**config.mk**
```make
export PLATFORM = sky130hd
export DESIGN_NAME = diag_monitor
export DESIGN_NICKNAME = d
export VERILOG_FILES = /design/src/common/diag_pkg.sv /design/src/core/diag_monitor.sv
export SDC_FILE = /design/constraint.sdc
export NUM_CORES = 1
export LEC_CHECK = 0
export BUFFER_PORTS_ARGS = -buffer_cell sky130_fd_sc_hd__buf_4
export CORE_MARGIN = 4
export CORE_UTILIZATION = 46
export CTS_CLUSTER_SIZE = 20
export DETAILED_ROUTE_END_ITERATION = 12
export PLACE_DENSITY = 0.78
export SYNTH_ARGS = -nofsm -noshare
export SYNTH_HDL_FRONTEND = slang
export SYNTH_SLANG_ARGS = --single-unit
export TNS_END_PERCENT = 50
```
**constraint.sdc**
```tcl
create_clock -name SYS_CLK_IN -period 1.6 [get_ports SYS_CLK_IN]
set_input_delay 0.08 -clock SYS_CLK_IN [delete_from_list [all_inputs] [get_ports SYS_CLK_IN]]
set_output_delay 0.08 -clock SYS_CLK_IN [all_outputs]
set_load 0.03 [all_outputs]
```
**src/common/diag_pkg.sv**
```systemverilog
/*
   Shared constants of the motor driver diagnostic and protection monitor:
   register offsets, field positions and widths.
   Assumes a register port with a 4-bit byte address and 32-bit data.
*/
package diag_pkg;
   localparam int ADDR_W = 4;
   localparam int DATA_W = 32;
   localparam int COIL_N = 2;

   // register byte offsets
   localparam logic [ADDR_W-1:0] OFF_CONFIG = 4'h0;
   localparam logic [ADDR_W-1:0] OFF_STATUS = 4'h4;
   localparam logic [ADDR_W-1:0] OFF_IRQ_STATUS = 4'h8;
   localparam logic [ADDR_W-1:0] OFF_IRQ_MASK = 4'hc;

   // config field layout
   localparam int CFG_OTSEL_BIT = 0;
   localparam int CFG_SLOPE_LSB = 1;
   localparam int SLOPE_W = 2;
   localparam int CFG_CS_LSB = 3;
   localparam int CS_W = 5;
   localparam int SLOPE_COMP_BIT = 1;

   // status field layout
   localparam int ST_OL_LSB = 0;
   localparam int ST_WARN_BIT = 2;
   localparam int ST_SHDN_BIT = 3;
   localparam int ST_DRV_BIT = 4;
   localparam int ST_CS_LSB = 8;

   // interrupt status and mask layout
   localparam int IRQ_W = 4;
   localparam int IRQ_OL_LSB = 0;
   localparam int IRQ_WARN_BIT = 2;
   localparam int IRQ_SHDN_BIT = 3;

   // gate current output and low-current threshold (one sixteenth)
   localparam int GATE_CUR_W = 3;
   localparam int CUR_LOW_SHIFT = 4;
   localparam logic [GATE_CUR_W-1:0] GATE_CUR_STEP = 3'h1;
endpackage

```
**src/core/diag_monitor.sv**
```systemverilog
/*
   Diagnostic and protection monitor of a two-phase stepper driver: per-coil
   open-load flags, two-level overtemperature flags with release hysteresis,
   temperature-compensated high-side gate current, undervoltage reset.
   Assumes every input is synchronous to SYS_CLK_IN, temperature and supply
   comparators arrive as ready-made levels, and coil current is a magnitude.
*/
// Contract
// - set a coil's open-load flag if no chopper event in last constant-polarity period
// - keep open-load flags unchanged while coil current is below 1/16 of maximum
// - open-load flags only indicate; driver and bridges never react to them
// - warning flag set whenever the sensor reports 100 degC reached
// - at shutdown threshold, default 150 degC, disable driver and set shutdown flag
// - reduced-threshold bit picks shutdown level: 0 gives 150 degC, 1 gives 136 degC
// - enhanced variant keeps driver off until temperature falls below 120 degC
// - compensated slope modes raise high-side gate current one step at warning
// - undervoltage flagged when logic supply or main supply is too low
// - undervoltage detector is also the power-up reset of the control logic
// - during undervoltage hold logic in reset and disable the driver
// - during undervoltage switch off every power gate output
// - during undervoltage clear every configuration register to zero
// - during undervoltage reads return all zeros and nothing passes through
// - after undervoltage current scale is zero, so its status reads zero
`timescale 1ns/1ps

module diag_monitor #(
   parameter int CUR_W = 8,
   parameter bit ENHANCED = 1'b1
) (
   input wire logic SYS_CLK_IN,
   input wire logic RST_N_IN,
   input wire logic [diag_pkg::ADDR_W-1:0] ADDR_IN,
   input wire logic [diag_pkg::DATA_W-1:0] WDATA_IN,
   input wire logic WR_IN,
   input wire logic RD_IN,
   input wire logic [diag_pkg::COIL_N-1:0] CHOP_EVT_IN,
   input wire logic [diag_pkg::COIL_N-1:0] COIL_POL_IN,
   input wire logic [diag_pkg::COIL_N*CUR_W-1:0] COIL_CUR_IN,
   input wire logic [CUR_W-1:0] CUR_MAX_IN,
   input wire logic TEMP_WARN_IN,
   input wire logic TEMP_SHDN_HI_IN,
   input wire logic TEMP_SHDN_LO_IN,
   input wire logic TEMP_ABOVE_REL_IN,
   input wire logic VLOGIC_LOW_IN,
   input wire logic VSUPPLY_LOW_IN,
   output logic [diag_pkg::DATA_W-1:0] RDATA_OUT,
   output logic DRIVER_EN_OUT,
   output logic GATE_ON_ALLOWED_OUT,
   output logic [diag_pkg::GATE_CUR_W-1:0] HS_GATE_CUR_OUT,
   output logic LOGIC_RESET_OUT,
   output logic IRQ_OUT
);
   localparam int CW = CUR_W + diag_pkg::CUR_LOW_SHIFT;

   typedef struct packed {
      logic otsel;
      logic [diag_pkg::SLOPE_W-1:0] slope;
      logic [diag_pkg::CS_W-1:0] cs;
      logic [diag_pkg::COIL_N-1:0] ol;
      logic [diag_pkg::COIL_N-1:0] pol;
      logic [diag_pkg::COIL_N-1:0] evt_seen;
      logic warn;
      logic shdn;
      logic drv_en;
      logic gate_on;
      logic [diag_pkg::GATE_CUR_W-1:0] hs_cur;
      logic logic_rst;
      logic [diag_pkg::IRQ_W-1:0] irq_st;
      logic [diag_pkg::IRQ_W-1:0] irq_mask;
      logic [diag_pkg::DATA_W-1:0] rdata;
      logic irq;
   } state_t;

   state_t s_r;
   state_t s_nxt;

   logic uv;
   logic [diag_pkg::COIL_N-1:0] cur_low;
   logic shdn_hit;

   // true when coil current sits below one sixteenth of the maximum setting
   function automatic logic below_sixteenth(input logic [CUR_W-1:0] cur,
                                            input logic [CUR_W-1:0] max);
      logic [CW-1:0] cur_x16;
      logic [CW-1:0] max_w;
      cur_x16 = {cur, {diag_pkg::CUR_LOW_SHIFT{1'b0}}};
      max_w = {{diag_pkg::CUR_LOW_SHIFT{1'b0}}, max};
      return cur_x16 < max_w;
   endfunction

   function automatic logic [diag_pkg::DATA_W-1:0] status_word(input state_t s);
      logic [diag_pkg::DATA_W-1:0] w;
      w = '0;
      w[diag_pkg::ST_OL_LSB +: diag_pkg::COIL_N] = s.ol;
      w[diag_pkg::ST_WARN_BIT] = s.warn;
      w[diag_pkg::ST_SHDN_BIT] = s.shdn;
      w[diag_pkg::ST_DRV_BIT] = s.drv_en;
      w[diag_pkg::ST_CS_LSB +: diag_pkg::CS_W] = s.cs;
      return w;
   endfunction

   assign uv = VLOGIC_LOW_IN | VSUPPLY_LOW_IN;

   generate
      for (genvar c = 0; c < diag_pkg::COIL_N; c++) begin : g_low
         assign cur_low[c] = below_sixteenth(COIL_CUR_IN[c*CUR_W +: CUR_W], CUR_MAX_IN);
      end
   endgenerate

   // reduced threshold picks the lower comparator
   assign shdn_hit = s_r.otsel ? TEMP_SHDN_LO_IN : TEMP_SHDN_HI_IN;

   always_comb begin
      logic [diag_pkg::IRQ_W-1:0] evts;
      logic [diag_pkg::DATA_W-1:0] cfg_word;
      s_nxt = s_r;
      evts = '0;
      cfg_word = '0;
      cfg_word[diag_pkg::CFG_OTSEL_BIT] = s_r.otsel;
      cfg_word[diag_pkg::CFG_SLOPE_LSB +: diag_pkg::SLOPE_W] = s_r.slope;
      cfg_word[diag_pkg::CFG_CS_LSB +: diag_pkg::CS_W] = s_r.cs;

      // open-load: judged at each polarity change, the end of a period
      for (int c = 0; c < diag_pkg::COIL_N; c++) begin
         s_nxt.pol[c] = COIL_POL_IN[c];
         if (COIL_POL_IN[c] != s_r.pol[c]) begin
            if (!cur_low[c]) begin
               s_nxt.ol[c] = !(s_r.evt_seen[c] | CHOP_EVT_IN[c]);
            end
            s_nxt.evt_seen[c] = 1'b0;
         end else begin
            s_nxt.evt_seen[c] = s_r.evt_seen[c] | CHOP_EVT_IN[c];
         end
         evts[diag_pkg::IRQ_OL_LSB + c] = s_nxt.ol[c] & ~s_r.ol[c];
      end

      s_nxt.warn = TEMP_WARN_IN;
      evts[diag_pkg::IRQ_WARN_BIT] = TEMP_WARN_IN & ~s_r.warn;

      // latched shutdown; the enhanced part waits for the release level
      if (shdn_hit) begin
         s_nxt.shdn = 1'b1;
      end else if (s_r.shdn) begin
         if (ENHANCED) begin
            s_nxt.shdn = TEMP_ABOVE_REL_IN;
         end else begin
            s_nxt.shdn = 1'b0;
         end
      end
      evts[diag_pkg::IRQ_SHDN_BIT] = s_nxt.shdn & ~s_r.shdn;

      // open-load flags are deliberately kept out of this term
      s_nxt.drv_en = !s_nxt.shdn;
      s_nxt.gate_on = !s_nxt.shdn;

      // one extra step only in the compensated modes
      if (s_r.slope[diag_pkg::SLOPE_COMP_BIT] && s_r.warn) begin
         s_nxt.hs_cur = {1'b0, s_r.slope} + diag_pkg::GATE_CUR_STEP;
      end else begin
         s_nxt.hs_cur = {1'b0, s_r.slope};
      end

      s_nxt.logic_rst = 1'b0;
      s_nxt.rdata = '0;
      if (RD_IN) begin
         case (ADDR_IN)
            diag_pkg::OFF_CONFIG: s_nxt.rdata = cfg_word;
            diag_pkg::OFF_STATUS: s_nxt.rdata = status_word(s_r);
            diag_pkg::OFF_IRQ_STATUS: begin
               s_nxt.rdata = {{(diag_pkg::DATA_W-diag_pkg::IRQ_W){1'b0}}, s_r.irq_st};
            end
            diag_pkg::OFF_IRQ_MASK: begin
               s_nxt.rdata = {{(diag_pkg::DATA_W-diag_pkg::IRQ_W){1'b0}}, s_r.irq_mask};
            end
            default: s_nxt.rdata = '0;
         endcase
      end
      if (WR_IN) begin
         case (ADDR_IN)
            diag_pkg::OFF_CONFIG: begin
               s_nxt.otsel = WDATA_IN[diag_pkg::CFG_OTSEL_BIT];
               s_nxt.slope = WDATA_IN[diag_pkg::CFG_SLOPE_LSB +: diag_pkg::SLOPE_W];
               s_nxt.cs = WDATA_IN[diag_pkg::CFG_CS_LSB +: diag_pkg::CS_W];
            end
            diag_pkg::OFF_IRQ_MASK: s_nxt.irq_mask = WDATA_IN[diag_pkg::IRQ_W-1:0];
            default: s_nxt.irq_mask = s_r.irq_mask;
         endcase
      end

      // read clears, but an event in the same cycle still lands
      if (RD_IN && ADDR_IN == diag_pkg::OFF_IRQ_STATUS) begin
         s_nxt.irq_st = evts;
      end else begin
         s_nxt.irq_st = s_r.irq_st | evts;
      end
      s_nxt.irq = |(s_nxt.irq_st & s_nxt.irq_mask);

      // undervoltage overrides everything: whole state back to zero except logic_rst, which is set
      if (uv) begin
         s_nxt = '0;
         s_nxt.logic_rst = 1'b1;
      end
   end

   always_ff @(posedge SYS_CLK_IN or negedge RST_N_IN) begin
      if (!RST_N_IN) begin
         s_r <= '0;
      end else begin
         s_r <= s_nxt;
      end
   end

   assign RDATA_OUT = s_r.rdata;
   assign DRIVER_EN_OUT = s_r.drv_en;
   assign GATE_ON_ALLOWED_OUT = s_r.gate_on;
   assign HS_GATE_CUR_OUT = s_r.hs_cur;
   assign LOGIC_RESET_OUT = s_r.logic_rst;
   assign IRQ_OUT = s_r.irq;

   property p_ol_set;
      @(posedge SYS_CLK_IN) disable iff (!RST_N_IN)
      (!uv && COIL_POL_IN[0] != s_r.pol[0] && !cur_low[0] && !s_r.evt_seen[0]
       && !CHOP_EVT_IN[0]) |=> s_r.ol[0];
   endproperty
   a_ol_set: assert property (p_ol_set) else $error("open-load A not set");

   property p_ol_clear;
      @(posedge SYS_CLK_IN) disable iff (!RST_N_IN)
      (!uv && COIL_POL_IN[1] != s_r.pol[1] && !cur_low[1] && CHOP_EVT_IN[1])
      |=> !s_r.ol[1];
   endproperty
   a_ol_clear: assert property (p_ol_clear) else $error("open-load B not cleared");

   property p_ol_hold_low;
      @(posedge SYS_CLK_IN) disable iff (!RST_N_IN)
      (!uv && cur_low[0]) |=> (s_r.ol[0] == $past(s_r.ol[0]));
   endproperty
   a_ol_hold_low: assert property (p_ol_hold_low) else $error("open-load changed at low current");

   property p_warn;
      @(posedge SYS_CLK_IN) disable iff (!RST_N_IN)
      !uv |=> (s_r.warn == $past(TEMP_WARN_IN));
   endproperty
   a_warn: assert property (p_warn) else $error("warning flag missing");

   property p_shdn;
      @(posedge SYS_CLK_IN) disable iff (!RST_N_IN)
      (!uv && !s_r.otsel && TEMP_SHDN_HI_IN) |=> (s_r.shdn && !DRIVER_EN_OUT);
   endproperty
   a_shdn: assert property (p_shdn) else $error("shutdown not taken at high level");

   property p_shdn_lo;
      @(posedge SYS_CLK_IN) disable iff (!RST_N_IN)
      (!uv && s_r.otsel && TEMP_SHDN_LO_IN) |=> (s_r.shdn && !GATE_ON_ALLOWED_OUT);
   endproperty
   a_shdn_lo: assert property (p_shdn_lo) else $error("reduced threshold ignored");

   property p_release;
      @(posedge SYS_CLK_IN) disable iff (!RST_N_IN)
      (ENHANCED && !uv && s_r.shdn && TEMP_ABOVE_REL_IN) |=> (s_r.shdn && !DRIVER_EN_OUT);
   endproperty
   a_release: assert property (p_release) else $error("driver released above 120 degC");

   property p_gate_cur;
      @(posedge SYS_CLK_IN) disable iff (!RST_N_IN)
      (!uv && s_r.warn && s_r.slope[diag_pkg::SLOPE_COMP_BIT])
      |=> (HS_GATE_CUR_OUT == {1'b0, $past(s_r.slope)} + diag_pkg::GATE_CUR_STEP);
   endproperty
   a_gate_cur: assert property (p_gate_cur) else $error("gate current not raised one step");

   property p_uv_off;
      @(posedge SYS_CLK_IN) disable iff (!RST_N_IN)
      (VLOGIC_LOW_IN || VSUPPLY_LOW_IN)
      |=> (LOGIC_RESET_OUT && !DRIVER_EN_OUT && !GATE_ON_ALLOWED_OUT);
   endproperty
   a_uv_off: assert property (p_uv_off) else $error("undervoltage did not switch off");

   property p_uv_clear;
      @(posedge SYS_CLK_IN) disable iff (!RST_N_IN)
      uv |=> (s_r.cs == '0 && !s_r.otsel && s_r.slope == '0 && s_r.irq_mask == '0);
   endproperty
   a_uv_clear: assert property (p_uv_clear) else $error("config not cleared");

   property p_uv_read;
      @(posedge SYS_CLK_IN) disable iff (!RST_N_IN)
      (uv && RD_IN) |=> (RDATA_OUT == '0);
   endproperty
   a_uv_read: assert property (p_uv_read) else $error("read not zero in undervoltage");

   property p_uv_cs;
      @(posedge SYS_CLK_IN) disable iff (!RST_N_IN)
      (uv ##1 (!uv && !WR_IN) ##1 (!uv && RD_IN && ADDR_IN == diag_pkg::OFF_STATUS))
      |=> (RDATA_OUT[diag_pkg::ST_CS_LSB +: diag_pkg::CS_W] == '0);
   endproperty
   a_uv_cs: assert property (p_uv_cs) else $error("current scale not zero after uv");

   property p_ol_set_b;
      @(posedge SYS_CLK_IN) disable iff (!RST_N_IN)
      (!uv && COIL_POL_IN[1] != s_r.pol[1] && !cur_low[1] && !s_r.evt_seen[1]
       && !CHOP_EVT_IN[1]) |=> s_r.ol[1];
   endproperty
   a_ol_set_b: assert property (p_ol_set_b) else $error("open-load B not set");

   property p_ol_hold_low_b;
      @(posedge SYS_CLK_IN) disable iff (!RST_N_IN)
      (!uv && cur_low[1]) |=> (s_r.ol[1] == $past(s_r.ol[1]));
   endproperty
   a_ol_hold_low_b: assert property (p_ol_hold_low_b) else $error("open-load B changed");

   property p_no_ol_action;
      @(posedge SYS_CLK_IN) disable iff (!RST_N_IN)
      !uv |=> (DRIVER_EN_OUT == !s_r.shdn && GATE_ON_ALLOWED_OUT == !s_r.shdn);
   endproperty
   a_no_ol_action: assert property (p_no_ol_action) else $error("driver follows open-load");

   property p_warn_irq;
      @(posedge SYS_CLK_IN) disable iff (!RST_N_IN)
      (!uv && TEMP_WARN_IN && !s_r.warn) |=> s_r.irq_st[diag_pkg::IRQ_WARN_BIT];
   endproperty
   a_warn_irq: assert property (p_warn_irq) else $error("warning event lost");

   property p_shdn_irq;
      @(posedge SYS_CLK_IN) disable iff (!RST_N_IN)
      (!uv && !s_r.shdn && shdn_hit) |=> s_r.irq_st[diag_pkg::IRQ_SHDN_BIT];
   endproperty
   a_shdn_irq: assert property (p_shdn_irq) else $error("shutdown event lost");

   property p_otsel_hi_ignored;
      @(posedge SYS_CLK_IN) disable iff (!RST_N_IN)
      (!uv && s_r.otsel && !s_r.shdn && !TEMP_SHDN_LO_IN) |=> !s_r.shdn;
   endproperty
   a_otsel_hi_ignored: assert property (p_otsel_hi_ignored) else $error("wrong level used");

   property p_release_done;
      @(posedge SYS_CLK_IN) disable iff (!RST_N_IN)
      (!uv && s_r.shdn && !shdn_hit && !TEMP_ABOVE_REL_IN)
      |=> (!s_r.shdn && DRIVER_EN_OUT);
   endproperty
   a_release_done: assert property (p_release_done) else $error("driver not released");

   property p_hs_plain;
      @(posedge SYS_CLK_IN) disable iff (!RST_N_IN)
      (!uv && !(s_r.warn && s_r.slope[diag_pkg::SLOPE_COMP_BIT]))
      |=> (HS_GATE_CUR_OUT == {1'b0, $past(s_r.slope)});
   endproperty
   a_hs_plain: assert property (p_hs_plain) else $error("gate current raised needlessly");

   property p_uv_logic;
      @(posedge SYS_CLK_IN) disable iff (!RST_N_IN)
      (VLOGIC_LOW_IN && !VSUPPLY_LOW_IN) |=> LOGIC_RESET_OUT;
   endproperty
   a_uv_logic: assert property (p_uv_logic) else $error("logic supply low missed");

   property p_uv_supply;
      @(posedge SYS_CLK_IN) disable iff (!RST_N_IN)
      (VSUPPLY_LOW_IN && !VLOGIC_LOW_IN) |=> LOGIC_RESET_OUT;
   endproperty
   a_uv_supply: assert property (p_uv_supply) else $error("main supply low missed");

   property p_uv_status_zero;
      @(posedge SYS_CLK_IN) disable iff (!RST_N_IN)
      uv |=> (s_r.ol == '0 && !s_r.warn && !s_r.shdn && s_r.irq_st == '0
              && !IRQ_OUT);
   endproperty
   a_uv_status_zero: assert property (p_uv_status_zero) else $error("uv left flags set");

   property p_uv_gates;
      @(posedge SYS_CLK_IN) disable iff (!RST_N_IN)
      uv |=> (!GATE_ON_ALLOWED_OUT && HS_GATE_CUR_OUT == '0);
   endproperty
   a_uv_gates: assert property (p_uv_gates) else $error("gate drive on in uv");

   property p_status_read;
      @(posedge SYS_CLK_IN) disable iff (!RST_N_IN)
      (!uv && RD_IN && ADDR_IN == diag_pkg::OFF_STATUS)
      |=> (RDATA_OUT[diag_pkg::ST_OL_LSB +: diag_pkg::COIL_N] == $past(s_r.ol)
           && RDATA_OUT[diag_pkg::ST_WARN_BIT] == $past(s_r.warn)
           && RDATA_OUT[diag_pkg::ST_SHDN_BIT] == $past(s_r.shdn));
   endproperty
   a_status_read: assert property (p_status_read) else $error("flag not readable");
endmodule

```
## Word level (Yosys, flattened, before mapping)

Cells that the tools add are included.

- Bits in latches: 0
- Memory bits (read-only): 0
- RAM bits: 0
- Output and inout port bits: 39
- Word-level logic and storage cells: 65
- Memories kept: 0
- Bits of input ports: 74
- Bits in registers: 63

- Add/subtract/negate cells: 1
- Equality and inequality tests: 5
- Div/mod/pow operators: 0
- $lt $le $gt $ge: 2
- Reduce and logical (&&, ||, !) cells: 10
- $mul: 0
- Bitwise operators: 13
- Multiplexer cells: 18
- Shift-type cells: 0

Operators by type and width:

| cell | number |
|---|---|
| 63-bit two-way mux | 1 |
| 13-bit one-hot mux with 4 select lines | 1 |
| 12-bit by 8-bit < comparator with 1-bit output | 2 |
| 8-bit two-way mux | 2 |
| 13-bit two-way mux | 1 |
| 4-bit two-way mux | 3 |
| 1-bit two-way mux | 9 |
| 4-bit == test, second input constant | 2 |
| 1-bit bitwise AND | 4 |
| 4-bit bitwise AND | 1 |
| 4-bit by 3-bit == test with 1-bit output, second input constant | 1 |
| 4-bit zero test | 1 |
| 1-bit NOT | 4 |
| 4-bit OR | 1 |
| 2-bit nonzero test | 2 |
| 4-bit OR reduction | 1 |
| 2-bit by 1-bit adder with 3-bit output, second input constant | 1 |
| 1-bit zero test | 3 |
| 3-bit two-way mux | 1 |
| 1-bit OR | 3 |
| 1-bit logical AND | 2 |
| 1-bit != test | 2 |
| 2-bit AND reduction | 1 |

## Logic depth before layout (Yosys ltp)

Gate-level depths: netlist (run 1).

- Word-level depth: 10
- Mapped depth: 7
- Mapped depth without buffers: 7

## Worst setup path before layout (run 1)

Ideal clock, no wire load.

- Path type: input to register
- From: in ADDR_IN[2] in the netlist's numbering
- To: reg s_r (netlist bit IRQ_OUT)
- Buffers on the path: 2
- Stages on the path: 7
- Required time: 1.476 ns
- Slack: 0.221 ns
- Setup time: 0.124 ns
- Arrival time: 1.255 ns
- Cell sequence: buf_6 > and4bb_4 > and2_4 > buf_6 > mux2i_4 > o22ai_1 > a211o_1

RTL lines:

| element | RTL line | RTL |
|---|---|---|
| from (decl) | diag_monitor.sv:32 | `input wire logic [diag_pkg::ADDR_W-1:0] ADDR_IN,` |
| to (signal assigned) | diag_monitor.sv:209 | `s_r <= s_nxt;` |
| to (decl) | diag_monitor.sv:74 | `state_t s_r;` |

==> Flow_metrics.wiki, run 1 <==
{| class="wikitable"
! Metric !! Value
|-
| Antenna-violating nets left || 0
|-
| Endpoints failing hold || 0
|-
| HPWL Detailed || 3760 um
|-
| Worst-Skew Late Latency || 300 ps
|-
| Fill cell total of the finished layout || 442
|-
| Number of warnings issued by yosys || 0
|-
| Data arrival time of the critical path || 1690 ps
|-
| Total power density per cell area || 813 nW/um^2
|-
| Post-synth top area share || 0.464
|-
| Most common cell in the netlist || sky130_fd_sc_hd__dfrtp_1
|-
| Number of search-and-repair iterations in the first detailed-routing pass || 4
|-
| Final setup viols || 0
|-
| Routed WL per cell || 12.9 um
|-
| Net count of the finished layout || 376
|-
| Element type at the critical path end || register
|-
| Max Cap Violations || 0
|-
| Worst voltage drop across the vdd grid || 0.334 mV
|-
| Hold EP || s_r[52]
|-
| Global-route wire length before repair || 7760 um
|-
| 1st-iter DRT viols || 95
|-
| Num Clock Sinks || 43
|-
| NetSw || 576 uW
|-
| Maximum number of pins on one net before global-route repair || 44
|-
| Diodes inserted || 0
|-
| Post-CTS Resized || 0
|-
| Outcome || completed
|-
| Transition time at the pin with the least slew margin || 515 ps
|-
| Count of final max-slew check failures || 0
|-
| Biggest area contributors in the synthesized netlist || sky130_fd_sc_hd__dfrtp_1 (46%), sky130_fd_sc_hd__buf_4 (12%), sky130_fd_sc_hd__ha_1 (4.9%)
|-
| Type of origin of the critical path || register
|-
| Drt total wl || 4660 um
|-
| Reg-to-reg setup timing slack || 110 ps
|-
| Leakage || 1.43 nW
|-
| Number of cells traversed by the worst register-to-register path || 5
|-
| Clock tree from TritonCTS || done
|-
| Yosys cell types || 36
|-
| Fraction of final layout cells with drive strength greater than 1 || 0.306
|-
| CP max FO || 3
|-
| Sequential share of the synthesized area || 0.464
|-
| Number of antenna violations at the first check in global routing || 0
|-
| Average via count per standard cell || 4.79
|-
| Die width || 79.0 um
|-
| Via total after detailed routing || 1,730
|-
| Reg-to-Reg Start || s_r[62]
|-
| Core area || 4820 um^2
|-
| Total chip power || 2.34 mW
|-
| Final sum of negative setup slack || 0 ps
|-
| Type of the most critical hold path || primary input to register
|-
| Total I/O pin count || 113
|-
| Clock H-tree levels || 2
|-
| Netlist area before placement || 2320 um^2
|-
| Synth Register Bits || 43
|-
| Library cell used as clock root buffer || sky130_fd_sc_hd__clkbuf_8
|-
| Total routing usage reported by global routing || 0.159
|-
| Placer Congestion || 0.843
|-
| WS Path Type || register to register
|-
| Die area || 6240 um^2
|-
| Starting utilization of the core area || 0.481
|-
| Maximum frequency from static timing analysis || 669 MHz
|-
| Hold Path Depth || 2
|-
| Number of global-route vias before repair || 1,753
|-
| Switching power share of the total || 0.246
|-
| Cell-internal power || 1.76 mW
|-
| Number of buffers created by CTS || 5
|-
| Hold path start || COIL_POL_IN[1]
|-
| Average cell area after synthesis || 9.99 um^2
|-
| Floorplan row count || 25
|-
| Chip Height || 79.0 um
|-
| DR DRC count || 0
|-
| Cell type with the largest total area after synthesis || sky130_fd_sc_hd__dfrtp_1
|-
| Clock power frac || 0.377
|-
| Clock-pin transition on the worst setup and hold timing paths || 80 ps
|-
| Setup clock skew after layout || 8.29 ps
|-
| Quantity of I/O buffers inserted on ports || 69
|-
| Combinational group share of total power || 0.147
|-
| Final period utilization || 0.934
|-
| GRT Residual Overflow || 0
|-
| Post-route minimum period || 1490 ps
|-
| Remaining max-slew budget at the tightest pin || 0.657
|-
| Commonest cells in the synthesized netlist || sky130_fd_sc_hd__dfrtp_1 (43), sky130_fd_sc_hd__buf_4 (36), sky130_fd_sc_hd__nand2_1 (20), sky130_fd_sc_hd__a21oi_1 (18), sky130_fd_sc_hd__nor2_1 (18)
|-
| Capture point of the worst reg-to-reg path || IRQ_OUT
|-
| Unrepaired setup endpoints after global routing || no
|-
| Sequential share of power || 0.476
|-
| Number of enable-type register cells in the synthesized netlist || 0
|-
| Cells after Synth || 232
|-
| Critical Path RT || 1790 ps
|-
| Async set or reset register ratio after synthesis || 1.00
|-
| Clk buf depth || 2
|-
| Dominant register cell in the synthesized netlist || sky130_fd_sc_hd__dfrtp_1
|-
| Synth-to-Final Area Change || 23.9%
|}
## worst max path at each step
stage / startpoint / end / slack (ps)
global placement: CUR_MAX_IN[2] / IRQ_OUT / 100
floorplan: ADDR_IN[2] / IRQ_OUT / 220
CTS: s_r[62] / IRQ_OUT / 90
global route: s_r[62] / IRQ_OUT / 30
finish: s_r[62] / IRQ_OUT / 110
detailed placement: CUR_MAX_IN[7] / IRQ_OUT / 70
## power by group through the flow
stage          clock [mW]  sequential (mW)  combinational [mW]
2_1_floorplan           0             1.14               0.214
5_1_grt             0.938             1.11               0.379
3_3_place_gp            0             1.13               0.332
4_1_cts             0.893             1.11               0.346
3_5_place_dp            0             1.13               0.341
6_report            0.880             1.11               0.344
## registers in the layout, indices dropped and copies added (netlist names)
register,count
RDATA_OUT,13
HS_GATE_CUR_OUT,3
s_r,24
IRQ_OUT,1
DRIVER_EN_OUT,1
LOGIC_RESET_OUT,1
## layout make-up
| cell class | count | area (um^2) | area share |
|---|---|---|---|
| sequential | 43 | 1080 | 0.375 |
| multi-input combinational | 159 | 978 | 0.341 |
| timing repair buffer | 78 | 591 | 0.206 |
| tap | 67 | 83.8 | 0.0292 |
| clock buffer | 6 | 82.6 | 0.0287 |
| clock inverter | 2 | 38.8 | 0.0135 |
| inverter | 6 | 22.5 | 0.00784 |
## cell usage in the layout (no fill, tap or decap)
| cell | Yosys | layout |
|---|---|---|
| sky130_fd_sc_hd__buf_4 | 36 | 76 |
| sky130_fd_sc_hd__dfrtp_1 | 43 | 43 |
| sky130_fd_sc_hd__nand2_1 | 20 | 20 |
| sky130_fd_sc_hd__conb_1 | 1 | 19 |
| sky130_fd_sc_hd__nor2_1 | 18 | 18 |
| sky130_fd_sc_hd__a21oi_1 | 18 | 18 |
| sky130_fd_sc_hd__nand3_1 | 12 | 12 |
| sky130_fd_sc_hd__mux2i_1 | 11 | 11 |
| sky130_fd_sc_hd__and2_1 | 11 | 11 |
| sky130_fd_sc_hd__ha_1 | 9 | 9 |
| sky130_fd_sc_hd__clkbuf_8 | 0 | 6 |
| sky130_fd_sc_hd__inv_1 | 5 | 5 |
| sky130_fd_sc_hd__nor3_1 | 5 | 5 |
| sky130_fd_sc_hd__nand4_1 | 4 | 4 |
| sky130_fd_sc_hd__xor2_1 | 3 | 3 |
| sky130_fd_sc_hd__nor2b_1 | 3 | 3 |
| sky130_fd_sc_hd__nor4_1 | 2 | 2 |
| sky130_fd_sc_hd__o211ai_2 | 2 | 2 |
| sky130_fd_sc_hd__o21ai_0 | 2 | 2 |
| sky130_fd_sc_hd__and3_1 | 2 | 2 |
| sky130_fd_sc_hd__o211ai_1 | 2 | 2 |
| sky130_fd_sc_hd__a22o_1 | 2 | 2 |
| sky130_fd_sc_hd__a22oi_1 | 2 | 2 |
| sky130_fd_sc_hd__o22a_1 | 2 | 2 |
| sky130_fd_sc_hd__a211oi_1 | 2 | 2 |
| sky130_fd_sc_hd__dlygate4sd3_1 | 0 | 2 |
| sky130_fd_sc_hd__clkinv_1 | 1 | 1 |
| sky130_fd_sc_hd__or4_4 | 1 | 1 |
| sky130_fd_sc_hd__and2b_1 | 1 | 1 |
| sky130_fd_sc_hd__and4bb_4 | 1 | 1 |
| sky130_fd_sc_hd__and2_4 | 1 | 1 |
| sky130_fd_sc_hd__mux2i_4 | 1 | 1 |
| sky130_fd_sc_hd__or3_1 | 1 | 1 |
| sky130_fd_sc_hd__o22ai_1 | 1 | 1 |
| sky130_fd_sc_hd__a211o_1 | 1 | 1 |
| sky130_fd_sc_hd__inv_6 | 0 | 1 |
| sky130_fd_sc_hd__bufinv_16 | 0 | 1 |
## cells by family after synthesis
| kind of cell | share of synthesized area |
|---|---|
| other cells | 0.00162 |
| fa+ha+maj | 0.0486 |
| mux | 0.0572 |
| compound gates | 0.0950 |
| xor+xnor | 0.0113 |
| buf+inv | 0.143 |
| simple gates | 0.179 |
| flops | 0.464 |
## metrics by stage
| step | util | worst slack, ps | cell area [um^2] | hold WS [ps] | std cells |
|---|---|---|---|---|---|
| floorplan | - | 221 | 2390 | -216 | 250 |
| global placement | 0.567 | 96.6 | 2730 | 87.3 | 351 |
| detailed placement | 0.567 | 67.4 | 2730 | 89.0 | 351 |
| CTS | 0.596 | 90.3 | 2870 | 3.09 | 361 |
| global route | 0.596 | 32.6 | 2870 | 10.5 | 361 |
| finish | 0.596 | 106 | 2870 | 6.69 | 361 |
## timing repair
| item | in CTS | in global routing |
|---|---|---|
| hold endpoints to repair | 44 | 0 |
| hold buffers | 2 | 0 |
| setup buffers | 0 | 0 |
## worst max-delay path, cell delays in order, from the launching register on
cell                      delay [ps]
sky130_fd_sc_hd__dfrtp_1         400
sky130_fd_sc_hd__mux2i_1         300
sky130_fd_sc_hd__nor2_1           80
sky130_fd_sc_hd__a21oi_1         190
sky130_fd_sc_hd__o22ai_1         130
sky130_fd_sc_hd__a211o_1         290
## routing by layer
metal | vias up | wire length (um) | share of wire | global-route usage
li1 | 866 | - | - | -
met1 | 795 | 1840 | 0.40 | 0.188
met5 | - | 0 | 0 | 0
met2 | 64 | 2430 | 0.52 | 0.281
met4 | 0 | 80 | 0.017 | 0.0722
met3 | 5 | 303 | 0.065 | 0.0261
(Power assumes the default switching activity.)
==> inputs of run 2 (changes only) <==
--- a/config.mk
+++ b/config.mk
@@ -6,7 +6,6 @@
 export NUM_CORES = 1
 export LEC_CHECK = 0
 export BUFFER_PORTS_ARGS = -buffer_cell sky130_fd_sc_hd__buf_4
-export CORE_MARGIN = 4
 export CORE_UTILIZATION = 46
 export CTS_CLUSTER_SIZE = 20
 export DETAILED_ROUTE_END_ITERATION = 12
==> run 2 against run 1 <==
Against the previous run: worst hold slack gained 5.9 ps; cell area decreased by 0.87%; sequential share of layout area rose by 0.33 points; critical path depth unchanged; cell count is 0.28% higher; highest routed layer unchanged; global-route usage is 2.5 points higher; register-to-register slack better by 60 ps; die area fell by 15%; clock skew shrank 5.2 ps; non-clock buffer count increased by 1; clock-buffer cell count increased by 1; wire length fell by 4.8%; critical endpoint unchanged.
==> Flow_metrics.wiki, run 2 (synthesis results as in run 1) <==
{| class="wikitable"
! Metric !! Value
|-
| Starting utilization of the core area || 0.484
|-
| Critical Path RT || 1780 ps
|-
| Worst-Skew Late Latency || 290 ps
|-
| Via total after detailed routing || 1,737
|-
| Unrepaired setup endpoints after global routing || no
|-
| Routed WL per cell || 12.3 um
|-
| Endpoints failing hold || 0
|-
| Max reg flops || 24
|-
| Fraction of final layout cells with drive strength greater than 1 || 0.308
|-
| Placer Congestion || 0.869
|-
| Num Clock Sinks || 43
|-
| Total routing usage reported by global routing || 0.183
|-
| Outcome || completed
|-
| Fin worst setup slack || 162 ps
|-
| Transition time at the pin with the least slew margin || 519 ps
|-
| Total power density per cell area || 739 nW/um^2
|-
| Final sum of negative setup slack || 0 ps
|-
| Post-route minimum period || 1440 ps
|-
| Final setup viols || 0
|-
| Setup clock skew after layout || 3.07 ps
|-
| Clock H-tree levels || 2
|-
| Wire length on met3 || 265 um
|-
| Type of origin of the critical path || register
|-
| Number of search-and-repair iterations in the first detailed-routing pass || 4
|-
| Diodes inserted || 0
|-
| Count of final max-slew check failures || 0
|-
| WS Path Type || register to register
|-
| Max Cap Violations || 0
|-
| Post-placement worst setup slack || 51.4 ps
|-
| Synth-to-Final Area Change || 22.8%
|-
| Global-route wire length before repair || 7360 um
|-
| Total I/O pin count || 113
|-
| Antenna-violating nets left || 0
|-
| Net count of the finished layout || 377
|-
| Area taken by flip-flops and latches || 1080 um^2
|-
| Met1 Routed Length || 1880 um
|-
| Data arrival time of the critical path || 1620 ps
|-
| Final period utilization || 0.899
|-
| Worst voltage drop across the vdd grid || 0.295 mV
|-
| Number of global-route vias before repair || 1,683
|-
| Maximum number of pins on one net before global-route repair || 44
|-
| Number of antenna violations at the first check in global routing || 0
|-
| Detailed-routed wire length on met2 || 2230 um
|-
| Clock-pin transition on the worst setup and hold timing paths || 70 ps
|-
| Clk buf depth || 2
|-
| Fill cell total of the finished layout || 430
|-
| Clock tree from TritonCTS || done
|-
| Commonest non-fill, non-tap cells in the layout || sky130_fd_sc_hd__buf_4 (77), sky130_fd_sc_hd__dfrtp_1 (43), sky130_fd_sc_hd__nand2_1 (20)
|-
| HPWL Detailed || 3550 um
|-
| Leakage || 1.42 nW
|-
| Number of buffers created by CTS || 5
|-
| Average via count per standard cell || 4.80
|-
| Quantity of I/O buffers inserted on ports || 69
|-
| Type of the most critical hold path || primary input to register
|-
| Top reg by flops || s_r
|-
| Die width || 73.0 um
|-
| Element type at the critical path end || register
|-
| Post-CTS Repair Setup Buffers || 0
|-
| Area used by multi-input combinational logic || 986 um^2
|-
| Chip Height || 73.0 um
|-
| Library cell used as clock root buffer || sky130_fd_sc_hd__clkbuf_8
|-
| Hold Path Depth || 2
|-
| Floorplan row count || 25
|-
| CP max FO || 3
|-
| Number of cells traversed by the worst register-to-register path || 5
|-
| Core area || 4790 um^2
|-
| Drt total wl || 4440 um
|-
| Remaining max-slew budget at the tightest pin || 0.654
|-
| Most common cell after layout, fill and taps aside || sky130_fd_sc_hd__buf_4
|-
| DR DRC count || 0
|-
| Maximum frequency from static timing analysis || 695 MHz
|-
| 1st-iter DRT viols || 132
|-
| GRT Residual Overflow || 0
|-
| Top layer in use || met4
|-
| Die area || 5330 um^2
|}
-- run 2: area by class of cell --
cell class              instances  share of cell area
well taps                      67              0.0294
flip-flops and latches         43               0.378
clock buffers                   7              0.0268
multi-input cells             159               0.346
clock inverters                 1             0.00176
inverters                       6             0.00791
repair buffers                 79               0.210
-- run 2: worst paths after layout --
path	start	endpoint	slack, ps
worst max register to register	s_r[62]	IRQ_OUT	160
worst min-delay path	COIL_POL_IN[1]	s_r[52]	10
worst max-delay path	s_r[62]	IRQ_OUT	160
max in group asynchronous	RST_N_IN	s_r[61]	940
min in group asynchronous	RST_N_IN	RDATA_OUT[5]	310
worst min register to register	s_r[59]	RDATA_OUT[12]	510
-- run 2: metal layers --
layer / global-route usage / up-vias
li1: - / 862
met2: 0.320 / 70
met1: 0.219 / 799
met4: 0.0632 / 0
met3: 0.0470 / 6
met5: 0 / -
-- run 2: power breakdown --
| group | internal, mW | switching [mW] |
|---|---|---|
| clock | 0.306 | 0.339 |
| sequential | 1.10 | 0.0109 |
| combinational | 0.149 | 0.199 |
| total | 1.56 | 0.548 |
-- run 2: metrics by stage --
stage | hold slack (ps) | utilization | power, mW | std cells | cell area [um^2]
after floorplan | -216 | - | 1.35 | 250 | 2390
after global placement | 89.9 | 0.572 | 1.47 | 352 | 2740
after detailed placement | 95.3 | 0.572 | 1.48 | 352 | 2740
after CTS | 8.07 | 0.593 | 2.12 | 362 | 2840
after global routing | 5.00 | 0.595 | 2.21 | 362 | 2850
final | 12.6 | 0.595 | 2.10 | 362 | 2850
-- run 2: worst max-delay path: stages (launching register included) --
cell                      delay (ps)
sky130_fd_sc_hd__dfrtp_1         410
sky130_fd_sc_hd__mux2i_2         280
sky130_fd_sc_hd__nor2_1           90
sky130_fd_sc_hd__a21oi_2         130
sky130_fd_sc_hd__o22ai_1         120
sky130_fd_sc_hd__a211o_1         300
-- run 2: what timing repair did --
| action | CTS | global route |
|---|---|---|
| endpoints found under the setup margin | 0 | 1 |
| hold buffers | 2 | 0 |
| endpoints found under the hold margin | 44 | 0 |
| gates resized for setup | 0 | 2 |
